--- src/mid_pkg.sv ---
// Purpose: shared constants, encodings and carriers of the misc instruction decoder
// Assumes: 48-bit instruction words, 24-bit program addresses, 32-bit data
// Notes: opcode values and field positions below are fixed for this core

package mid_pkg;

    // ------------------------------------------------------------------
    // instruction type codes, top eight opcode bits
    // ------------------------------------------------------------------
    localparam logic [7:0] MID_OPC_SHIFT_IMM = 8'h06;
    localparam logic [7:0] MID_OPC_BRANCH = 8'h08;
    localparam logic [7:0] MID_OPC_RET_INT = 8'h0a;
    localparam logic [7:0] MID_OPC_BITOP = 8'h12;
    localparam logic [7:0] MID_OPC_NOP = 8'h15;
    localparam logic [7:0] MID_OPC_WAIT = 8'h16;
    localparam logic [7:0] MID_OPC_FRAME = 8'h19;

    // ------------------------------------------------------------------
    // field positions
    // ------------------------------------------------------------------
    localparam int MID_TYPE_HI = 47;
    localparam int MID_TYPE_LO = 40;
    localparam int MID_SUB_HI = 36;
    localparam int MID_SUB_LO = 34;
    localparam int MID_WAIT_SEL_POS = 39;
    localparam int MID_DLY_POS = 39;
    localparam int MID_ABORT_POS = 38;
    localparam int MID_CLRINT_POS = 37;
    localparam int MID_BSEL_HI = 39;
    localparam int MID_BSEL_LO = 37;
    localparam int MID_SREG_HI = 36;
    localparam int MID_SREG_LO = 33;
    localparam int MID_EXT_HI = 35;
    localparam int MID_EXT_LO = 32;
    localparam int MID_DATA_HI = 7;
    localparam int MID_DATA_LO = 0;
    localparam int MID_ADDR_HI = 23;

    // frame instruction sub-codes in bits 36..34
    localparam logic [2:0] MID_SUB_CJ_DIRECT = 3'h0;
    localparam logic [2:0] MID_SUB_CJ_REL = 3'h1;
    localparam logic [2:0] MID_SUB_RFRAME = 3'h2;

    // ------------------------------------------------------------------
    // register map (byte addresses) and reset values
    // ------------------------------------------------------------------
    localparam logic [7:0] MID_ADR_CTRL = 8'h00;
    localparam logic [7:0] MID_ADR_STATUS = 8'h04;
    localparam logic [7:0] MID_ADR_FRAME_INDEX = 8'h08;
    localparam logic [7:0] MID_ADR_STACK_INDEX = 8'h0c;
    localparam logic [7:0] MID_ADR_X_DATA_REG_TWO = 8'h10;
    localparam logic [7:0] MID_ADR_Y_DATA_REG_TWO = 8'h14;
    localparam logic [7:0] MID_ADR_PC = 8'h18;
    localparam logic [23:0] MID_PC_RESET = 24'h000000;
    localparam logic [23:0] MID_IRQ_VECTOR = 24'h000040;
    localparam logic [31:0] MID_INDEX_RESET = 32'h00000000;
    localparam logic [1:0] MID_DLY_SLOTS = 2'h2;

    // ------------------------------------------------------------------
    // enumerations and carriers
    // ------------------------------------------------------------------
    typedef enum logic [1:0] {
        MID_SZ_48 = 2'b00,
        MID_SZ_32 = 2'b01,
        MID_SZ_16 = 2'b10
    } mid_size_t;

    typedef enum logic [2:0] {
        MID_BSEL_SET = 3'b000,
        MID_BSEL_CLR = 3'b001,
        MID_BSEL_TGL = 3'b010,
        MID_BSEL_TST = 3'b100,
        MID_BSEL_XOR = 3'b101
    } mid_bsel_t;

    typedef enum logic [1:0] {
        MID_ST_RUN = 2'b00,
        MID_ST_WAIT = 2'b01,
        MID_ST_EMU = 2'b10,
        MID_ST_FRAME = 2'b11
    } mid_fsm_t;

    typedef struct packed {
        logic valid;
        logic legal;
        mid_bsel_t op;
        logic [3:0] sreg;
        logic [31:0] mask;
    } mid_bitop_t;

endpackage

--- src/mid_align.sv ---
// Purpose: aligns fetched words to the top of the 48-bit decode word
// Assumes: short encodings sit in the low bits of the fetched word
// Notes: pure combinational, also yields the fetch address step

module mid_align (
    input wire logic [47:0] word_i,
    input wire logic short_space_i,
    input wire logic [1:0] size_i,
    output logic [47:0] aligned_o,
    output logic [1:0] step_o
);

    // ------------------------------------------------------------------
    // alignment
    // ------------------------------------------------------------------
    // normal space is always full width; an illegal size code is read as 48
    always_comb
    begin
        aligned_o = word_i;
        step_o = 2'h1;
        if (short_space_i)
        begin
            step_o = 2'h3;
            if (size_i == mid_pkg::MID_SZ_32)
            begin
                aligned_o = {word_i[31:0], 16'h0000};
                step_o = 2'h2;
            end
            else if (size_i == mid_pkg::MID_SZ_16)
            begin
                aligned_o = {word_i[15:0], 32'h00000000};
                step_o = 2'h1;
            end
        end
    end

endmodule

--- src/mid_bitop_dec.sv ---
// Purpose: decodes the bit manipulation select field
// Assumes: word is already aligned to bit 47
// Notes: codes 011, 110 and 111 are flagged as not legal

module mid_bitop_dec (
    input wire logic [47:0] word_i,
    input wire logic hit_i,
    output mid_pkg::mid_bitop_t bitop_o
);

    // ------------------------------------------------------------------
    // select field decode
    // ------------------------------------------------------------------
    always_comb
    begin
        bitop_o.valid = hit_i;
        bitop_o.sreg = word_i[mid_pkg::MID_SREG_HI:mid_pkg::MID_SREG_LO];
        bitop_o.mask = word_i[31:0];
        bitop_o.legal = 1'b1;
        case (word_i[mid_pkg::MID_BSEL_HI:mid_pkg::MID_BSEL_LO])
            3'b000: bitop_o.op = mid_pkg::MID_BSEL_SET;
            3'b001: bitop_o.op = mid_pkg::MID_BSEL_CLR;
            3'b010: bitop_o.op = mid_pkg::MID_BSEL_TGL;
            3'b100: bitop_o.op = mid_pkg::MID_BSEL_TST;
            3'b101: bitop_o.op = mid_pkg::MID_BSEL_XOR;
            default:
            begin
                bitop_o.op = mid_pkg::MID_BSEL_SET;
                bitop_o.legal = 1'b0;
            end
        endcase
    end

endmodule

--- src/mid_core.sv ---
// Purpose: decode and execute of the miscellaneous instruction group
// Assumes: fetch unit presents one instruction per valid/ready handshake
// Notes: registers reached over classic wishbone, one aligned word each

module mid_core (
    input wire logic clk_i,
    input wire logic rst_i,
    // wishbone slave
    input wire logic wb_cyc_i,
    input wire logic wb_stb_i,
    input wire logic wb_we_i,
    input wire logic [7:0] wb_adr_i,
    input wire logic [3:0] wb_sel_i,
    input wire logic [31:0] wb_dat_i,
    output logic [31:0] wb_dat_o,
    output logic wb_ack_o,
    // fetch side
    input wire logic instr_valid_i,
    output logic instr_ready_o,
    input wire logic [47:0] instr_word_i,
    input wire logic instr_short_space_i,
    input wire logic [1:0] instr_size_i,
    input wire logic cond_true_i,
    input wire logic irq_i,
    output logic [23:0] fetch_addr_o,
    // sequencer and data memory side
    output logic jump_o,
    output logic loop_pop_o,
    output logic pcstk_pop_o,
    output logic clr_int_o,
    output logic irq_ack_o,
    output logic low_power_o,
    output logic emu_space_o,
    output logic [11:0] imm12_o,
    output logic imm_valid_o,
    output mid_pkg::mid_bitop_t bitop_o,
    output logic dm_rd_o,
    output logic [31:0] dm_addr_o,
    input wire logic [31:0] dm_rdata_i,
    input wire logic dm_rvalid_i
);

    // ------------------------------------------------------------------
    // state
    // ------------------------------------------------------------------
    typedef struct packed {
        mid_pkg::mid_fsm_t fsm;
        logic [23:0] pc;
        logic [23:0] ret_pc;
        logic [1:0] dly_cnt;
        logic [23:0] dly_target;
        logic dual;
        logic [31:0] frame_index;
        logic [31:0] stack_index;
        logic [31:0] x_data_reg_two;
        logic [31:0] y_data_reg_two;
        logic ack;
        logic [31:0] rdata;
        logic jump;
        logic loop_pop;
        logic pcstk_pop;
        logic clr_int;
        logic irq_ack;
        logic [11:0] imm12;
        logic imm_valid;
        mid_pkg::mid_bitop_t bitop;
        logic dm_rd;
        logic [31:0] dm_addr;
    } mid_core_state_t;

    mid_core_state_t state_reg;
    mid_core_state_t state_next;

    logic [47:0] word;
    logic [1:0] step;
    logic [7:0] opc;
    logic [2:0] sub;
    logic accept;
    logic wb_req;
    logic [31:0] wmask;
    logic [31:0] rd_mux;
    mid_pkg::mid_bitop_t bitop_dec;

    // ------------------------------------------------------------------
    // alignment and field decode
    // ------------------------------------------------------------------
    mid_align u_align (
        .word_i(instr_word_i),
        .short_space_i(instr_short_space_i),
        .size_i(instr_size_i),
        .aligned_o(word),
        .step_o(step)
    );

    // type from the top byte, sub-code from bits 36..34
    assign opc = word[mid_pkg::MID_TYPE_HI:mid_pkg::MID_TYPE_LO];
    assign sub = word[mid_pkg::MID_SUB_HI:mid_pkg::MID_SUB_LO];

    mid_bitop_dec u_bitop (
        .word_i(word),
        .hit_i(opc == mid_pkg::MID_OPC_BITOP),
        .bitop_o(bitop_dec)
    );

    // ------------------------------------------------------------------
    // handshake and bus helpers
    // ------------------------------------------------------------------
    // no intake while asleep, restoring the frame, or taking an interrupt
    assign instr_ready_o = ((state_reg.fsm == mid_pkg::MID_ST_RUN) && !irq_i)
        || (state_reg.fsm == mid_pkg::MID_ST_EMU);
    assign accept = instr_valid_i && instr_ready_o;
    assign wb_req = wb_cyc_i && wb_stb_i && !state_reg.ack;

    // byte lane mask from the selects
    for (genvar b = 0; b < 4; b++)
    begin : g_lane
        assign wmask[8*b+7:8*b] = {8{wb_sel_i[b]}};
    end

    // read mux, unmapped addresses read zero
    always_comb
    begin
        rd_mux = 32'h00000000;
        case (wb_adr_i)
            mid_pkg::MID_ADR_CTRL: rd_mux = {31'h00000000, state_reg.dual};
            mid_pkg::MID_ADR_STATUS: rd_mux = {30'h00000000, state_reg.fsm};
            mid_pkg::MID_ADR_FRAME_INDEX: rd_mux = state_reg.frame_index;
            mid_pkg::MID_ADR_STACK_INDEX: rd_mux = state_reg.stack_index;
            mid_pkg::MID_ADR_X_DATA_REG_TWO: rd_mux = state_reg.x_data_reg_two;
            mid_pkg::MID_ADR_Y_DATA_REG_TWO: rd_mux = state_reg.y_data_reg_two;
            mid_pkg::MID_ADR_PC: rd_mux = {8'h00, state_reg.pc};
            default: rd_mux = 32'h00000000;
        endcase
    end

    // ------------------------------------------------------------------
    // next state
    // ------------------------------------------------------------------
    always_comb
    begin
        state_next = state_reg;
        state_next.ack = 1'b0;
        state_next.jump = 1'b0;
        state_next.loop_pop = 1'b0;
        state_next.pcstk_pop = 1'b0;
        state_next.clr_int = 1'b0;
        state_next.irq_ack = 1'b0;
        state_next.imm_valid = 1'b0;
        state_next.bitop.valid = 1'b0;
        state_next.dm_rd = 1'b0;

        // bus access first, so core updates in the same cycle win
        if (wb_req)
        begin
            state_next.ack = 1'b1;
            state_next.rdata = rd_mux;
            if (wb_we_i)
            begin
                case (wb_adr_i)
                    mid_pkg::MID_ADR_CTRL:
                        if (wb_sel_i[0])
                            state_next.dual = wb_dat_i[0];
                    mid_pkg::MID_ADR_FRAME_INDEX:
                        state_next.frame_index = (state_reg.frame_index & ~wmask)
                            | (wb_dat_i & wmask);
                    mid_pkg::MID_ADR_STACK_INDEX:
                        state_next.stack_index = (state_reg.stack_index & ~wmask)
                            | (wb_dat_i & wmask);
                    default:
                        state_next.dual = state_reg.dual;
                endcase
            end
        end

        // sequencing that does not consume an instruction
        unique case (state_reg.fsm)
            mid_pkg::MID_ST_RUN:
                if (irq_i)
                begin
                    state_next.ret_pc = state_reg.pc;
                    state_next.pc = mid_pkg::MID_IRQ_VECTOR;
                    state_next.irq_ack = 1'b1;
                end
            mid_pkg::MID_ST_WAIT:
                // pc already points past the wait instruction
                if (irq_i)
                begin
                    state_next.ret_pc = state_reg.pc;
                    state_next.pc = mid_pkg::MID_IRQ_VECTOR;
                    state_next.irq_ack = 1'b1;
                    state_next.fsm = mid_pkg::MID_ST_RUN;
                end
            mid_pkg::MID_ST_EMU:
                state_next.fsm = mid_pkg::MID_ST_EMU;
            mid_pkg::MID_ST_FRAME:
                if (dm_rvalid_i)
                begin
                    state_next.frame_index = dm_rdata_i;
                    state_next.fsm = mid_pkg::MID_ST_RUN;
                end
        endcase

        // execute an accepted instruction
        if (accept)
        begin
            // sequential address, or the pending delayed target
            state_next.pc = state_reg.pc + 24'(step);
            if (state_reg.dly_cnt != 2'h0)
            begin
                state_next.dly_cnt = state_reg.dly_cnt - 2'h1;
                if (state_reg.dly_cnt == 2'h1)
                    state_next.pc = state_reg.dly_target;
            end
            case (opc)
                mid_pkg::MID_OPC_NOP:
                    state_next.fsm = state_reg.fsm;
                mid_pkg::MID_OPC_WAIT:
                    if (word[mid_pkg::MID_WAIT_SEL_POS])
                        state_next.fsm = mid_pkg::MID_ST_WAIT;
                    else
                        state_next.fsm = mid_pkg::MID_ST_EMU;
                mid_pkg::MID_OPC_RET_INT:
                begin
                    if (state_reg.fsm == mid_pkg::MID_ST_EMU)
                        state_next.fsm = mid_pkg::MID_ST_RUN;
                    else
                        state_next.pc = state_reg.ret_pc;
                    state_next.clr_int = word[mid_pkg::MID_CLRINT_POS];
                end
                mid_pkg::MID_OPC_BRANCH:
                    if (cond_true_i)
                    begin
                        state_next.jump = 1'b1;
                        if (word[mid_pkg::MID_DLY_POS])
                        begin
                            state_next.dly_cnt = mid_pkg::MID_DLY_SLOTS;
                            state_next.dly_target = word[mid_pkg::MID_ADDR_HI:0];
                        end
                        else
                            state_next.pc = word[mid_pkg::MID_ADDR_HI:0];
                        state_next.loop_pop = word[mid_pkg::MID_ABORT_POS];
                        state_next.pcstk_pop = word[mid_pkg::MID_ABORT_POS];
                        state_next.clr_int = word[mid_pkg::MID_CLRINT_POS];
                    end
                mid_pkg::MID_OPC_FRAME:
                    // the 16-bit short form only carries the restore
                    if (sub == mid_pkg::MID_SUB_RFRAME ||
                        (instr_short_space_i && instr_size_i == mid_pkg::MID_SZ_16))
                    begin
                        state_next.stack_index = state_reg.frame_index;
                        state_next.dm_rd = 1'b1;
                        state_next.dm_addr = state_reg.frame_index + 32'h00000000;
                        state_next.fsm = mid_pkg::MID_ST_FRAME;
                    end
                    else
                    begin
                        state_next.jump = 1'b1;
                        state_next.dly_cnt = mid_pkg::MID_DLY_SLOTS;
                        // 24-bit add wraps, so a signed offset needs no extension
                        if (sub == mid_pkg::MID_SUB_CJ_REL)
                            state_next.dly_target = state_reg.pc
                                + word[mid_pkg::MID_ADDR_HI:0];
                        else
                            state_next.dly_target = word[mid_pkg::MID_ADDR_HI:0];
                        state_next.x_data_reg_two = state_reg.frame_index;
                        if (state_reg.dual)
                            state_next.y_data_reg_two = state_reg.frame_index;
                        state_next.frame_index = state_reg.stack_index;
                    end
                mid_pkg::MID_OPC_SHIFT_IMM:
                begin
                    state_next.imm12 = {word[mid_pkg::MID_EXT_HI:mid_pkg::MID_EXT_LO],
                        word[mid_pkg::MID_DATA_HI:mid_pkg::MID_DATA_LO]};
                    state_next.imm_valid = 1'b1;
                end
                mid_pkg::MID_OPC_BITOP:
                    state_next.bitop = bitop_dec;
                default:
                    state_next.fsm = state_reg.fsm;
            endcase
            // emulator-fed instructions leave the user program address alone
            if (state_reg.fsm == mid_pkg::MID_ST_EMU)
            begin
                state_next.pc = state_reg.pc;
                state_next.dly_cnt = state_reg.dly_cnt;
            end
        end
    end

    // ------------------------------------------------------------------
    // state register
    // ------------------------------------------------------------------
    always_ff @(posedge clk_i)
    begin
        if (rst_i)
        begin
            state_reg <= '0;
            state_reg.fsm <= mid_pkg::MID_ST_RUN;
            state_reg.pc <= mid_pkg::MID_PC_RESET;
            state_reg.ret_pc <= mid_pkg::MID_PC_RESET;
            state_reg.frame_index <= mid_pkg::MID_INDEX_RESET;
            state_reg.stack_index <= mid_pkg::MID_INDEX_RESET;
        end
        else
            state_reg <= state_next;
    end

    // ------------------------------------------------------------------
    // outputs
    // ------------------------------------------------------------------
    assign wb_dat_o = state_reg.rdata;
    assign wb_ack_o = state_reg.ack;
    assign fetch_addr_o = state_reg.pc;
    assign jump_o = state_reg.jump;
    assign loop_pop_o = state_reg.loop_pop;
    assign pcstk_pop_o = state_reg.pcstk_pop;
    assign clr_int_o = state_reg.clr_int;
    assign irq_ack_o = state_reg.irq_ack;
    assign low_power_o = (state_reg.fsm == mid_pkg::MID_ST_WAIT);
    assign emu_space_o = (state_reg.fsm == mid_pkg::MID_ST_EMU);
    assign imm12_o = state_reg.imm12;
    assign imm_valid_o = state_reg.imm_valid;
    assign bitop_o = state_reg.bitop;
    assign dm_rd_o = state_reg.dm_rd;
    assign dm_addr_o = state_reg.dm_addr;

endmodule

--- config.mk ---
export PLATFORM = sky130hd
export DESIGN_NAME = mid_core
export DESIGN_NICKNAME = d
export VERILOG_FILES = /design/src/mid_pkg.sv /design/src/mid_align.sv /design/src/mid_bitop_dec.sv /design/src/mid_core.sv
export SDC_FILE = /design/constraint.sdc
export NUM_CORES = 1
export LEC_CHECK = 0
export BUFFER_PORTS_ARGS = -buffer_cell sky130_fd_sc_hd__buf_2
export CORE_MARGIN = 1.5
export CORE_UTILIZATION = 55
export CTS_CLUSTER_SIZE = 24
export DETAILED_ROUTE_END_ITERATION = 6
export PLACE_DENSITY_LB_ADDON = 0.08
export SYNTH_ARGS = -nofsm -noshare
export SYNTH_HDL_FRONTEND = slang
export SYNTH_SLANG_ARGS = --single-unit
--- constraint.sdc ---
create_clock -name clk_i -period 5.2 [get_ports clk_i]
set_clock_uncertainty 0.2 [all_clocks]
set_input_delay 0.26 -clock clk_i [delete_from_list [all_inputs] [get_ports clk_i]]
set_output_delay 0.26 -clock clk_i [all_outputs]
set_load 0.02 [all_outputs]
==> qor.yml <==
synth_seq_area_share_pct: 37.4
internal_power_mw: 4.21
p_clk_share_pct: 46.4
max-cap-violations: 0
grt-ovfl-total: 0
cts-htree-levels: 2
power_frac_seq_pct: 45.6
synth_top_family_by_area: "compound AO/OA/AOI/OAI gates"
status: "finished with violations"
dp.cells: 2676
antenna_found_initial: 1
drt-initial-drc-count: 1666
critical_path_required_ns: 5.47
core-area_mm2: 0.0316
initial_core_util_pct: 55.8
end_kind: "flop"
syn_area_per_cell_um2: 7.83
ctsHoldBuffers: 85
seq_area_mm2: 0.00659
cts_tree: "done"
fp.dieH_um: 182
first_pass_iters: 7
num-fill-cells: 2808
maxSlewViolCount: 0
cp-start-kind: "input pin"
p_comb_share_pct: 8.1
avgViaCountPerCell: 5.96
synth-compound-area-share_pct: 21.2
yosys.cell_types.count: 77
drc: 22
cts.sinks: 329
clkTransAtPathRegs_ns: 0.06
path_cells: "buf_2, o21ai_2, a21o_1, nand2_1, inv_1, ha_1, fa_1, a21o_1, a221oi_1, buf_4, or3_1, a31oi_1, a221o_1, a41oi_1, or3b_2, a21oi_1, o21a_1"
rsz0062_at_grt: "no"
synthSimpleGateAreaFrac_pct: 20.7
grt_pass1_wl_mm: 89.8
leakage_nw: 7.69
synthFlopType: "dfxtp_1"
crit_top_cell: "a21o_1"
netlist_area_mm2: 0.0176
critPathSlowestCell: "a21o_1"
setup_tns_ns: 0
vias: 16800
totalWireLength_mm: 57.8
core.rowCount: 65
port_buffers: 287
power.density_mw_per_mm2: 276
numCtsBuffers: 36
final_common_cell: "nand2_1"
final_nets: 2561
violations: "DRC"
final_util_pct: 64.1
wire_per_inst_um: 20.5
synth-xor-area-share_pct: 1.49
cts_resized: 0
worst-path-max-fanout: 18
min_path_type: "in -> reg"
ios: 288
ir_drop_v: 0.000226
worst_ep_arrival_time_ns: 4.36
worst_pin_slew_ns: 1.26
synthAdderAreaFrac_pct: 2.07
crit_type: "in -> reg"
synthMuxAreaShare_pct: 6.47
cts_root_buf: "clkbuf_16"
hold_violations: 0
hold_slack_ns: 0.00958
cts_buffer_depth: 3
fin_ws_ns: 1.11
final_cell_count_no_fill: 2825
period_needed_ns: 4.09
grt_max_degree: 136
yosys_warnings: 0
synth-edff-count: 0
p_sw_share_pct: 24.4
grt_pass1_vias: 16200
gp_congestion: 0.952
synthCells: 2250
placed_area_mm2: 0.0182
mostFrequentLayoutCells: "481 x nand2_1, 329 x dfxtp_1, 312 x a21oi_1, 286 x buf_2, 150 x nor2_1"
synthesis.nets: 2414
setup_viol: 0
clk_latency_ns: 0.53
net-switching-power_mw: 1.36
drive_above_1_share_pct: 20.6
largest_reg_flops: 181
p_total_mw: 5.57
yosys_register_bits: 329
drtAntennaViolNets: 0
async_reset_ff_share_pct: 0
multiInputGateArea_mm2: 0.00921
die_x_um: 182
final_area_mm2: 0.0202
track_usage_pct: 34.1
area_growth_syn_to_layout_pct: 14.8
dp_hpwl_mm: 39.4
postCtsSetupBuffers: 0
max_freq_ghz: 0.244
dieArea_mm2: 0.0331
max_stage_delay_ns: 0.59
period_share_pct: 78.7
slew_headroom_pct: 15.6
preCtsSetupSlack_ns: 0.570
## cells by family (layout without fill, tap and decap cells)
family | count (synthesis) | in the layout
fa+ha+maj | 28 | 28
buf+inv | 339 | 511
mux | 110 | 110
xor+xnor | 30 | 30
compound gates | 590 | 590
other cells | 0 | 1
simple gates | 824 | 824
flops | 329 | 329
## power by group through the flow
stage | logic, mW | clock network, mW | registers, mW
floorplan | 0.239 | 0 | 2.59
global placement | 0.393 | 0 | 2.60
detailed placement | 0.396 | 0 | 2.59
CTS | 0.440 | 2.60 | 2.54
global route | 0.481 | 2.71 | 2.54
finish | 0.449 | 2.58 | 2.54
## final cells by class
type	count	area share (%)
Timing Repair Buffer	411	12.8
Sequential cell	329	32.6
Clock buffer	50	5.22
Multi-Input combinational cell	1582	45.5
Tap cell	402	2.49
Antenna cell	1	0.0124
Inverter	37	0.687
Clock inverter	13	0.656
## worst max-delay path: cells and delay by family
| kind | cells | cell delay, ns |
|---|---|---|
| adders and majority gates | 2 | 0.47 |
| AOI/OAI and AO/OA | 9 | 2.12 |
| buffers and inverters | 3 | 0.47 |
| and+or+nand+nor | 3 | 1.02 |
## cells in the mapped netlist, types with 8 or more instances
| master | number | share of area (%) |
|---|---|---|
| nand2_1 | 481 | 10 |
| nor2b_1 | 14 | 0.50 |
| a22oi_1 | 32 | 1.4 |
| xnor2_1 | 18 | 0.90 |
| or2_2 | 33 | 1.2 |
| mux2_2 | 31 | 2.0 |
| a211oi_1 | 16 | 0.68 |
| o21ai_0 | 59 | 1.7 |
| xor2_1 | 12 | 0.60 |
| nor3_1 | 30 | 0.85 |
| buf_4 | 149 | 6.4 |
| a222oi_1 | 28 | 1.6 |
| nand2b_1 | 11 | 0.39 |
| nor3_2 | 18 | 1.0 |
| clkbuf_1 | 126 | 2.7 |
| o211ai_1 | 8 | 0.34 |
| nand3_1 | 26 | 0.74 |
| nor2_1 | 151 | 3.2 |
| a21oi_1 | 312 | 8.9 |
| dfxtp_1 | 329 | 37 |
| ha_1 | 26 | 1.8 |
| mux2i_1 | 79 | 4.5 |
| o221a_1 | 15 | 0.96 |
| a21o_1 | 14 | 0.60 |
| or3_1 | 8 | 0.28 |
| buf_2 | 19 | 0.54 |
| inv_1 | 37 | 0.79 |
| and3_1 | 10 | 0.36 |
| o22ai_1 | 25 | 0.89 |
| a221oi_1 | 20 | 0.99 |
## layer usage
metal  routed length, um  vias to the layer above  global-route usage, %  share of wire (%)
met3                4820                      130                   4.85                8.3
met5                   0                        -                      0                  0
met1               23800                     7895                   44.3                 41
li1                    -                     7977                      -                  -
met2               26900                      846                   56.6                 46
met4                2330                        0                   14.7                4.0
## path summary, 6_finish.rpt
check,startpoint,to,slack [ns],cells after the start
setup / recovery,instr_size_i[0],state_reg[276],1.11,17
hold / removal,wb_dat_i[26],state_reg[215],0.01,4
setup reg to reg,state_reg[329],bitop_o[24],1.30,7
hold reg to reg,state_reg[137],state_reg[137],0.25,2
No activity file was read; power rests on OpenSTA's default activity.
